File: config.mk
export PLATFORM = sky130hd
export DESIGN_NAME = access_bank_remap
export DESIGN_NICKNAME = d
export VERILOG_FILES = /design/src/verilog/access_bank_remap_pkg.sv /design/src/verilog/access_bank_remap.sv /design/src/verilog/window_adder.sv
export VERILOG_INCLUDE_DIRS = /design/src /design/src/verilog
export SDC_FILE = /design/constraint.sdc
export NUM_CORES = 1
export LEC_CHECK = 0
export ABC_AREA = 1
export BUFFER_PORTS_ARGS = -buffer_cell sky130_fd_sc_hd__buf_4
export CORE_UTILIZATION = 40
export CTS_CLUSTER_DIAMETER = 40
export DETAILED_ROUTE_END_ITERATION = 8
export GPL_TIMING_DRIVEN = 0
export PLACE_DENSITY = 0.67
export SLEW_MARGIN = 20
export SYNTH_ARGS = -nofsm -noshare
export SYNTH_HDL_FRONTEND = slang
export SYNTH_SLANG_ARGS = --single-unit
File: constraint.sdc
create_clock -name clk -period 5.4 [get_ports clk]
set_clock_uncertainty 0.1 [all_clocks]
set_input_delay 1.08 -clock clk [delete_from_list [all_inputs] [get_ports clk]]
set_output_delay 1.08 -clock clk [all_outputs]
set_load 0.005 [all_outputs]
File: src/verilog/access_bank_remap_cfg.svh
`ifndef ACCESS_BANK_REMAP_CFG_SVH
`define ACCESS_BANK_REMAP_CFG_SVH

// Data memory address width and field layout
`define ABR_ADDR_W 12
`define ABR_BANK_W 4
`define ABR_OFFS_W 8
// Top of the remapped low access range
`define ABR_WINDOW_TOP 8'h5f
// Access RAM bank-0 base for low offsets, top bank for high offsets
`define ABR_ACCESS_LOW_BANK 4'h0
`define ABR_ACCESS_HIGH_BANK 4'hf

`endif

File: src/verilog/access_bank_remap_pkg.sv
package access_bank_remap_pkg;
  typedef enum logic [1:0] {
    MODE_DIRECT_ACCESS,
    MODE_DIRECT_BANKED,
    MODE_INDIRECT,
    MODE_WINDOW
  } addr_mode_t;
endpackage

File: src/verilog/access_bank_remap.sv
// How it works
// In indexed literal offset mode, low access offsets map into a window at the base pointer.
// The window spans the pointer value up to the pointer plus 95, i.e. offsets 00h through 5Fh.
// Access-bank offsets above 5Fh use the ordinary access-bank map, untouched by the window.
// Only indexed literal offset operations are relocated, and all others see the plain map.
// With the access bit set, the bank select register picks the bank as with the mode off.
// Ops naming an indirect file operand, the window pointer too, use plain indirect addressing.
// The extended set leaves the bank select register and direct banked addressing unchanged.
// A remapped address is the window pointer plus the low offset, at full data-memory width.
`timescale 1ns/1ps
`default_nettype none
`include "access_bank_remap_cfg.svh"

module access_bank_remap
  import access_bank_remap_pkg::*;
#(
  parameter int ADDR_W = `ABR_ADDR_W,
  parameter int BANK_W = `ABR_BANK_W,
  parameter int OFFS_W = `ABR_OFFS_W
) (
  input wire logic clk,
  input wire logic reset_n,
  input wire logic req_valid,
  input wire logic extended_en,
  input wire logic access_bit,
  input wire logic indirect_op,
  input wire logic [ADDR_W-1:0] indirect_addr,
  input wire logic [OFFS_W-1:0] offset,
  input wire logic [BANK_W-1:0] bank_select_reg,
  input wire logic [ADDR_W-1:0] window_base_pointer,
  output logic addr_valid,
  output logic [ADDR_W-1:0] data_addr,
  output logic window_hit,
  output addr_mode_t addr_mode
);

  logic [ADDR_W-1:0] window_addr;
  logic [ADDR_W-1:0] data_addr_reg, data_addr_next;
  logic addr_valid_reg, addr_valid_next;
  logic window_hit_reg, window_hit_next;
  addr_mode_t mode_reg, mode_next;

  function automatic logic [ADDR_W-1:0] bank_addr(input logic [BANK_W-1:0] bank,
                                                 input logic [OFFS_W-1:0] offs);
    bank_addr = ADDR_W'({bank, offs});
  endfunction

  // The window test and the plain low/high split must agree on the same edge
  function automatic logic low_offset(input logic [OFFS_W-1:0] offs);
    low_offset = (offs <= OFFS_W'(`ABR_WINDOW_TOP));
  endfunction

  window_adder #(.ADDR_W(ADDR_W), .OFFS_W(OFFS_W)) u_add (
    .base(window_base_pointer),
    .offset(offset),
    .sum(window_addr)
  );

  // Decoded once per request and held so the RAM sees a stable address
  always_comb begin
    data_addr_next = data_addr_reg;
    mode_next = mode_reg;
    window_hit_next = window_hit_reg;
    addr_valid_next = req_valid;
    if (req_valid) begin
      window_hit_next = 1'b0;
      if (indirect_op) begin
        data_addr_next = indirect_addr;
        mode_next = MODE_INDIRECT;
      end else if (access_bit) begin
        data_addr_next = bank_addr(bank_select_reg, offset);
        mode_next = MODE_DIRECT_BANKED;
      end else if (extended_en && low_offset(offset)) begin
        data_addr_next = window_addr;
        mode_next = MODE_WINDOW;
        window_hit_next = 1'b1;
      end else if (low_offset(offset)) begin
        data_addr_next = bank_addr(`ABR_ACCESS_LOW_BANK, offset);
        mode_next = MODE_DIRECT_ACCESS;
      end else begin
        data_addr_next = bank_addr(`ABR_ACCESS_HIGH_BANK, offset);
        mode_next = MODE_DIRECT_ACCESS;
      end
    end
  end

  always_ff @(posedge clk) begin
    if (!reset_n) begin
      data_addr_reg <= '0;
      mode_reg <= MODE_DIRECT_ACCESS;
      window_hit_reg <= 1'b0;
      addr_valid_reg <= 1'b0;
    end else begin
      data_addr_reg <= data_addr_next;
      mode_reg <= mode_next;
      window_hit_reg <= window_hit_next;
      addr_valid_reg <= addr_valid_next;
    end
  end

  assign data_addr = data_addr_reg;
  assign addr_mode = mode_reg;
  assign window_hit = window_hit_reg;
  assign addr_valid = addr_valid_reg;

  chk_window_sum: assert property (@(posedge clk) disable iff (!reset_n)
    (req_valid && !indirect_op && !access_bit && extended_en && offset <= `ABR_WINDOW_TOP)
    |=> (data_addr == ADDR_W'($past(window_base_pointer) + ADDR_W'($past(offset)))))
    else $error("window address not base plus offset");
  chk_high_offset: assert property (@(posedge clk) disable iff (!reset_n)
    (req_valid && !indirect_op && !access_bit && offset > `ABR_WINDOW_TOP)
    |=> (!window_hit && data_addr == {`ABR_ACCESS_HIGH_BANK, $past(offset)}))
    else $error("high access offset was remapped");
  chk_mode_off: assert property (@(posedge clk) disable iff (!reset_n)
    (req_valid && !extended_en) |=> !window_hit)
    else $error("window used with mode off");
  chk_banked_direct: assert property (@(posedge clk) disable iff (!reset_n)
    (req_valid && !indirect_op && access_bit)
    |=> (data_addr == {$past(bank_select_reg), $past(offset)} && !window_hit))
    else $error("banked access not direct");
  chk_bank_same: assert property (@(posedge clk) disable iff (!reset_n)
    (req_valid && access_bit && !indirect_op) |=> (addr_mode == MODE_DIRECT_BANKED))
    else $error("bank select behaviour changed");
  chk_indirect_plain: assert property (@(posedge clk) disable iff (!reset_n)
    (req_valid && indirect_op) |=> (data_addr == $past(indirect_addr) && !window_hit))
    else $error("indirect access remapped");
  chk_window_span: assert property (@(posedge clk) disable iff (!reset_n)
    (addr_valid && window_hit)
    |-> ($past(offset) <= `ABR_WINDOW_TOP && $past(req_valid)))
    else $error("window hit outside span");
  chk_window_taken: assert property (@(posedge clk) disable iff (!reset_n)
    (req_valid && extended_en && !indirect_op && !access_bit && offset <= `ABR_WINDOW_TOP)
    |=> (window_hit && addr_mode == MODE_WINDOW))
    else $error("low access not relocated");

  // Idle and reset: an idle cycle must not disturb what the RAM is using, and addr_valid follows req_valid
  chk_valid_pulse: assert property (@(posedge clk) disable iff (!reset_n)
    req_valid |=> addr_valid)
    else $error("request gave no address");
  chk_valid_idle: assert property (@(posedge clk) disable iff (!reset_n)
    !req_valid |=> !addr_valid)
    else $error("address flagged with no request");
  chk_addr_held: assert property (@(posedge clk) disable iff (!reset_n)
    !req_valid |=> $stable(data_addr))
    else $error("address moved while idle");
  chk_hit_held: assert property (@(posedge clk) disable iff (!reset_n)
    !req_valid |=> $stable(window_hit))
    else $error("window flag moved while idle");
  chk_mode_held: assert property (@(posedge clk) disable iff (!reset_n)
    !req_valid |=> $stable(addr_mode))
    else $error("mode moved while idle");
  chk_reset_clear: assert property (@(posedge clk)
    !reset_n |=> (!addr_valid && !window_hit && data_addr == '0
                  && addr_mode == MODE_DIRECT_ACCESS))
    else $error("outputs not cleared by reset");

  // Flag and mode must tell the same story, then what a window hit needs and how far it reaches
  chk_hit_is_window: assert property (@(posedge clk) disable iff (!reset_n)
    window_hit |-> (addr_mode == MODE_WINDOW))
    else $error("window flag without window mode");
  chk_window_is_hit: assert property (@(posedge clk) disable iff (!reset_n)
    (addr_mode == MODE_WINDOW) |-> window_hit)
    else $error("window mode without window flag");
  chk_hit_needs_mode: assert property (@(posedge clk) disable iff (!reset_n)
    (addr_valid && window_hit)
    |-> ($past(extended_en) && !$past(indirect_op) && !$past(access_bit)))
    else $error("window hit without indexed literal offset op");
  chk_window_bound: assert property (@(posedge clk) disable iff (!reset_n)
    (addr_valid && window_hit)
    |-> (ADDR_W'(data_addr - $past(window_base_pointer)) <= ADDR_W'(`ABR_WINDOW_TOP)))
    else $error("window address beyond pointer plus top");

  // Access-bank map outside the window, then the window's two ends
  chk_low_direct: assert property (@(posedge clk) disable iff (!reset_n)
    (req_valid && !indirect_op && !access_bit && !extended_en && offset <= `ABR_WINDOW_TOP)
    |=> (data_addr == ADDR_W'({`ABR_ACCESS_LOW_BANK, $past(offset)})
         && addr_mode == MODE_DIRECT_ACCESS))
    else $error("low access offset moved with mode off");
  chk_high_mode: assert property (@(posedge clk) disable iff (!reset_n)
    (req_valid && !indirect_op && !access_bit && offset > `ABR_WINDOW_TOP)
    |=> (addr_mode == MODE_DIRECT_ACCESS))
    else $error("high access offset not direct");
  chk_high_extended: assert property (@(posedge clk) disable iff (!reset_n)
    (req_valid && !indirect_op && !access_bit && extended_en && offset > `ABR_WINDOW_TOP)
    |=> (data_addr == ADDR_W'({`ABR_ACCESS_HIGH_BANK, $past(offset)})))
    else $error("high access offset moved with mode on");
  chk_high_no_hit: assert property (@(posedge clk) disable iff (!reset_n)
    (req_valid && offset > `ABR_WINDOW_TOP) |=> !window_hit)
    else $error("high offset relocated");
  chk_window_top_in: assert property (@(posedge clk) disable iff (!reset_n)
    (req_valid && !indirect_op && !access_bit && extended_en && offset == `ABR_WINDOW_TOP)
    |=> window_hit)
    else $error("top window offset not relocated");
  chk_offset_zero: assert property (@(posedge clk) disable iff (!reset_n)
    (req_valid && !indirect_op && !access_bit && extended_en && offset == '0)
    |=> (data_addr == $past(window_base_pointer)))
    else $error("window does not start at the pointer");

  // Bank select and indirect paths win over the window, then the window wrap
  chk_access_no_hit: assert property (@(posedge clk) disable iff (!reset_n)
    (req_valid && access_bit) |=> !window_hit)
    else $error("banked access relocated");
  chk_banked_wins: assert property (@(posedge clk) disable iff (!reset_n)
    (req_valid && !indirect_op && access_bit && extended_en && offset <= `ABR_WINDOW_TOP)
    |=> (addr_mode == MODE_DIRECT_BANKED))
    else $error("window took a banked access");
  chk_bank_mode_on: assert property (@(posedge clk) disable iff (!reset_n)
    (req_valid && !indirect_op && access_bit && extended_en)
    |=> (data_addr == ADDR_W'({$past(bank_select_reg), $past(offset)})))
    else $error("bank select changed with mode on");
  chk_indirect_mode: assert property (@(posedge clk) disable iff (!reset_n)
    (req_valid && indirect_op) |=> (addr_mode == MODE_INDIRECT))
    else $error("indirect op not indirect");
  chk_indirect_wins: assert property (@(posedge clk) disable iff (!reset_n)
    (req_valid && indirect_op && extended_en && offset <= `ABR_WINDOW_TOP)
    |=> (!window_hit && data_addr == $past(indirect_addr)))
    else $error("window took an indirect op");
  chk_window_wrap: assert property (@(posedge clk) disable iff (!reset_n)
    (addr_valid && window_hit)
    |-> (ADDR_W'(data_addr - $past(window_base_pointer)) == ADDR_W'($past(offset))))
    else $error("window address lost its wrap");
endmodule

`default_nettype wire

File: src/verilog/window_adder.sv
`timescale 1ns/1ps
`default_nettype none
`include "access_bank_remap_cfg.svh"

module window_adder #(
  parameter int ADDR_W = `ABR_ADDR_W,
  parameter int OFFS_W = `ABR_OFFS_W
) (
  input wire logic [ADDR_W-1:0] base,
  input wire logic [OFFS_W-1:0] offset,
  output logic [ADDR_W-1:0] sum
);
  // Wraps at the top of data memory, as the pointer itself does
  assign sum = ADDR_W'(base + ADDR_W'(offset));
endmodule

`default_nettype wire

# Word-level counts from Yosys, hierarchy flattened
# Cells that the tools add are included.
# Widths: inputs -> output; s select.
# totals
word_cells	17
register_bits	16
out_inout_bits	16
in_bits	42
# classes
addsub	1
magnitude_cmp	1
n_reduce_logical	1
muxes	10
# ops
op	n
$mux 12	4
$add 12x8->12	1
$le 8x7->1 const B	1
$mux 2	3
$mux 1	3
$logic_and 1x1->1	1

# Longest topological paths before layout
# depth
word_depth	5
ltp_mapped	13
mapped_depth_nobuf	13

# Hierarchy
# Synthesis repeated with hierarchy kept, for this count alone.
# unflattened
cells_unflattened	243
area_unflattened_um2	1475.2
# by_module_without_submodules
mod	n_inst	cells_per_inst	area_per_inst_um2	seq_area_each_um2
access_bank_remap	1	139	927.1	320.3
window_adder	1	104	548.0	0.0

# Least setup slack after synthesis
# No wires, ideal clock.
# synth_path
path_kind	input -> register
startpoint	in offset[0]
endpoint	reg data_addr_reg[8], in the netlist data_addr[8]
required_ps	5184
stages	13
t_arrival_ps	2344
slack_ps	2840
path_cell_list	ha_1 inv_1 fa_1 inv_1 nand3_1 nand3_1 nand2_1 nand2_1 nand2_1 nand3_1 nand2_1 a21oi_1 nor2_1
# synth_via
elab_chain_len	5
# synth_lines
element	line	text
from (decl)	access_bank_remap.sv:28	input wire logic [OFFS_W-1:0] offset,
$le 8x7->1	access_bank_remap.sv:50	low_offset = (offs <= OFFS_W'(`ABR_WINDOW_TOP));
$mux 12 or $logic_and 1x1->1 (tied branches)	access_bank_remap.sv:77, access_bank_remap.sv:73	
$mux 12 *	access_bank_remap.sv:73	end else if (extended_en && low_offset(offset)) begin
$mux 12 *	access_bank_remap.sv:70	end else if (access_bit) begin
$mux 12 *	access_bank_remap.sv:67	if (indirect_op) begin
to (signal assigned)	access_bank_remap.sv:94	data_addr_reg <= data_addr_next;
to (decl)	access_bank_remap.sv:38	logic [ADDR_W-1:0] data_addr_reg, data_addr_next;
# Mark *: on every way between the ends. The rest lies on a longest branch, timed or not.
# A chain may end at the register's enable or synchronous reset.

# Worst setup path in the final report
# Same ends and word-level chain as after synthesis.

==> results.py <==
metrics = {
    "placed_design": {
        "post-dp-hpwl_um": 3107,
        "routabilityCongestion": 0.8394,
        "port_buffers": 57,
    },
    "sta": {
        "post-route-period-util": 0.4793,
        "finalCriticalPeriod_ps": 2588,
        "slew_headroom": 0.8176,
        "slew_viol_final": 0,
        "grt_setup_unrepaired": "no",
        "worst_pin_slew_ps": 273.2,
        "setup_viol": 0,
        "clock.fmax_mhz": 386.4,
        "fin_tns_setup_ps": 0,
        "hold_violations": 0,
    },
    "worst_setup_path": {
        "cp_common_cell": "nand2_1",
        "cp_max_fo": 3,
        "reg2reg_depth": 4,
        "rrSetupSlack_ps": 4590,
        "crit_path_end_kind": "register",
        "critical_path.top_delay_family": "adder cells",
        "path_cells": "buf_4 -> ha_1 -> inv_1 -> fa_1 -> inv_1 -> nand3_1 -> nand3_1 -> nand2_1 -> nand2_1 -> nand2_1 -> nand3_1 -> nand2_1 -> a21oi_1 -> nor2_1",
        "critPathKind": "primary input to register",
        "crit_buf_inv": 3,
        "worstReg2RegEnd": "data_addr[8]",
        "timing.rr.start": "data_addr[8]",
        "slowest_delay_ps": 400,
        "arrival_ps": 2670,
        "crit_required_ps": 5490,
        "cp-start-kind": "primary input",
        "cpMaxStageDelayCell": "fa_1",
    },
    "clock_tree": {
        "cts_tree": "yes",
        "clockBufferDepth": 2,
        "cts.sinks": 16,
        "cts.clk_slew.worst_paths_ps": 90,
        "cts_buffers": 3,
        "ctsResizeCount": 0,
        "cts_hold_buf": 0,
        "clk_latency_ps": 290,
        "h-tree-depth": 1,
        "cts_root_buffer": "clkbuf_4",
        "cts_setup_buffers": 0,
    },
    "run_status": {
        "status": "completed",
    },
    "synthesis": {
        "synth_fp_nets": 268,
        "yosys.area.top_type": "dfxtp_1",
        "synthCells": 217,
        "synth.cell_area_mm2": 0.001395,
        "synth_ff_type": "dfxtp_1",
        "syn_avg_cell_area_um2": 6.429,
        "yosys.area.top_type_share": 0.2296,
        "synthTopCellsByCount": "nand2_1 (63), inv_1 (25), nand3_1 (23), nor2_1 (23), a21oi_1 (17)",
        "synthTopCellsByArea": "dfxtp_1 (23%), nand2_1 (17%), nand3_1 (8.3%)",
        "yosysWarningCount": 0,
        "synth_cell_types": 27,
        "async_reset_ff_frac": 0,
        "synth-seq-cells": 16,
        "synth_edf_count": 0,
        "yosysMostFrequentCell": "nand2_1",
        "yosysSeqAreaShare": 0.2296,
    },
    "hold_path": {
        "min_from": "addr_mode[0]",
        "hp-class": "register to register",
        "hold_end": "addr_mode[0]",
        "hold_depth": 2,
    },
    "die": {
        "die_area_mm2": 0.003728,
        "core_area_mm2": 0.003337,
        "pin_count": 58,
        "initial_core_util": 0.4181,
        "fp.dieW_um": 61.06,
        "rows": 21,
        "fp.dieH_um": 61.06,
    },
    "routing": {
        "via_per_inst": 4.793,
        "drcViolationCount": 0,
        "antenna_left": 0,
        "drt_first_iter_violations": 106,
        "vias": 1553,
        "dr.pass1.iters": 4,
        "wire_per_inst_um": 11.43,
        "drt-total-wl_um": 3703,
    },
    "grt": {
        "antenna_found_initial": 0,
        "grt_pass1_wl_um": 5526,
        "grt_max_degree": 11,
        "grt_overflow": 0,
        "grt_pass1_vias": 1306,
        "grt_use_total": 0.1995,
    },
    "power": {
        "power_density_mw_per_mm2": 176.5,
        "ir_worst_vdd_mv": 0.1148,
        "totalPowerFinal_uw": 338.3,
        "p_leak_uw": 0.001030,
    },
    "finish": {
        "regArea_um2": 320.3,
        "diodes": 0,
        "fillers": 340,
        "drive_gt1_frac": 0.2554,
        "largest_register_ffs": 12,
        "nNetsFinal": 330,
        "area_growth_pct": 37.40,
        "multi_input_area_um2": 910.9,
    },
    "run": {
        "cap_violations": 0,
    },
}
-- how the worst max path moves through the flow --
stage          startpoint      endpoint  slack, ps  cells past startpoint
3_3_place_gp    offset[0]  data_addr[8]       2520                     14
5_1_grt         offset[0]  data_addr[8]       2670                     14
2_1_floorplan   offset[0]  data_addr[8]       2840                     13
4_1_cts         offset[0]  data_addr[8]       2800                     14
6_report        offset[0]  data_addr[8]       2810                     14
3_5_place_dp    offset[0]  data_addr[8]       2500                     14
-- tightest hold or removal path: stages, from the launching register on --
cell and delay [ps]:
dfxtp_1 320, nand2_1 70, a21oi_1 60
-- power breakdown --
group / switching [uW] / total, uW / internal (uW) / leakage, uW
clock network: 40.1 / 81.1 / 41.1 / 0.0000210
registers: 3.59 / 129 / 126 / 0.000132
logic: 64.1 / 128 / 63.5 / 0.000877
-- cell type report --
| cell class | count | share of cell area |
|---|---|---|
| multi-input combinational | 170 | 0.4752 |
| sequential | 16 | 0.1671 |
| buffer | 4 | 0.02546 |
| clock buffer | 4 | 0.01893 |
| timing repair buffer | 57 | 0.2232 |
| inverter | 27 | 0.06005 |
| tap | 46 | 0.03003 |
-- metrics by stage --
| stage | setup WS [ps] | hold slack [ps] | cell area [um2] | instances | util |
|---|---|---|---|---|---|
| 6_report | 2812 | 382.4 | 1917 | 324 | 0.5744 |
| 3_5_place_dp | 2497 | 373.6 | 1881 | 320 | 0.5636 |
| 3_3_place_gp | 2524 | 366.0 | 1881 | 320 | 0.5636 |
| 5_1_grt | 2675 | 398.2 | 1917 | 324 | 0.5744 |
| 4_1_cts | 2802 | 386.8 | 1917 | 324 | 0.5744 |
| 2_1_floorplan | 2840 | 359.9 | 1395 | 217 | - |
-- metal layers --
layer	part of all wire	wire length, um	vias to the layer above	GRT usage
li1	-	-	832	-
met1	0.48	1783	660	0.2759
met2	0.45	1649	57	0.3245
met3	0.061	226	4	0.04202
met4	0.011	42	0	0.03247
met5	0	0	-	0
-- cells by family (layout without fill, tap and decap cells) --
| logic type | after synthesis | in the layout | share of synthesized area |
|---|---|---|---|
| fa+ha+maj | 9 | 9 | 0.08610 |
| xor+xnor | 6 | 6 | 0.03767 |
| buf+inv | 31 | 92 | 0.1175 |
| simple gates | 117 | 117 | 0.3740 |
| compound gates | 38 | 38 | 0.1552 |
| flops | 16 | 16 | 0.2296 |
-- cell usage in the layout, fill, tap and decap left out, types with 2 or more instances in the layout --
cell and instances:
a21oi_1 17, a31oi_1 7, buf_4 57, clkbuf_4 3
clkbuf_8 2, dfxtp_1 16, ha_1 8, inv_1 25
nand2_1 63, nand3_1 23, nand4_1 3, nor2_1 23
nor2_8 2, o21ai_0 10, xnor2_1 4, xor2_1 2
(Power assumes the default switching activity.)
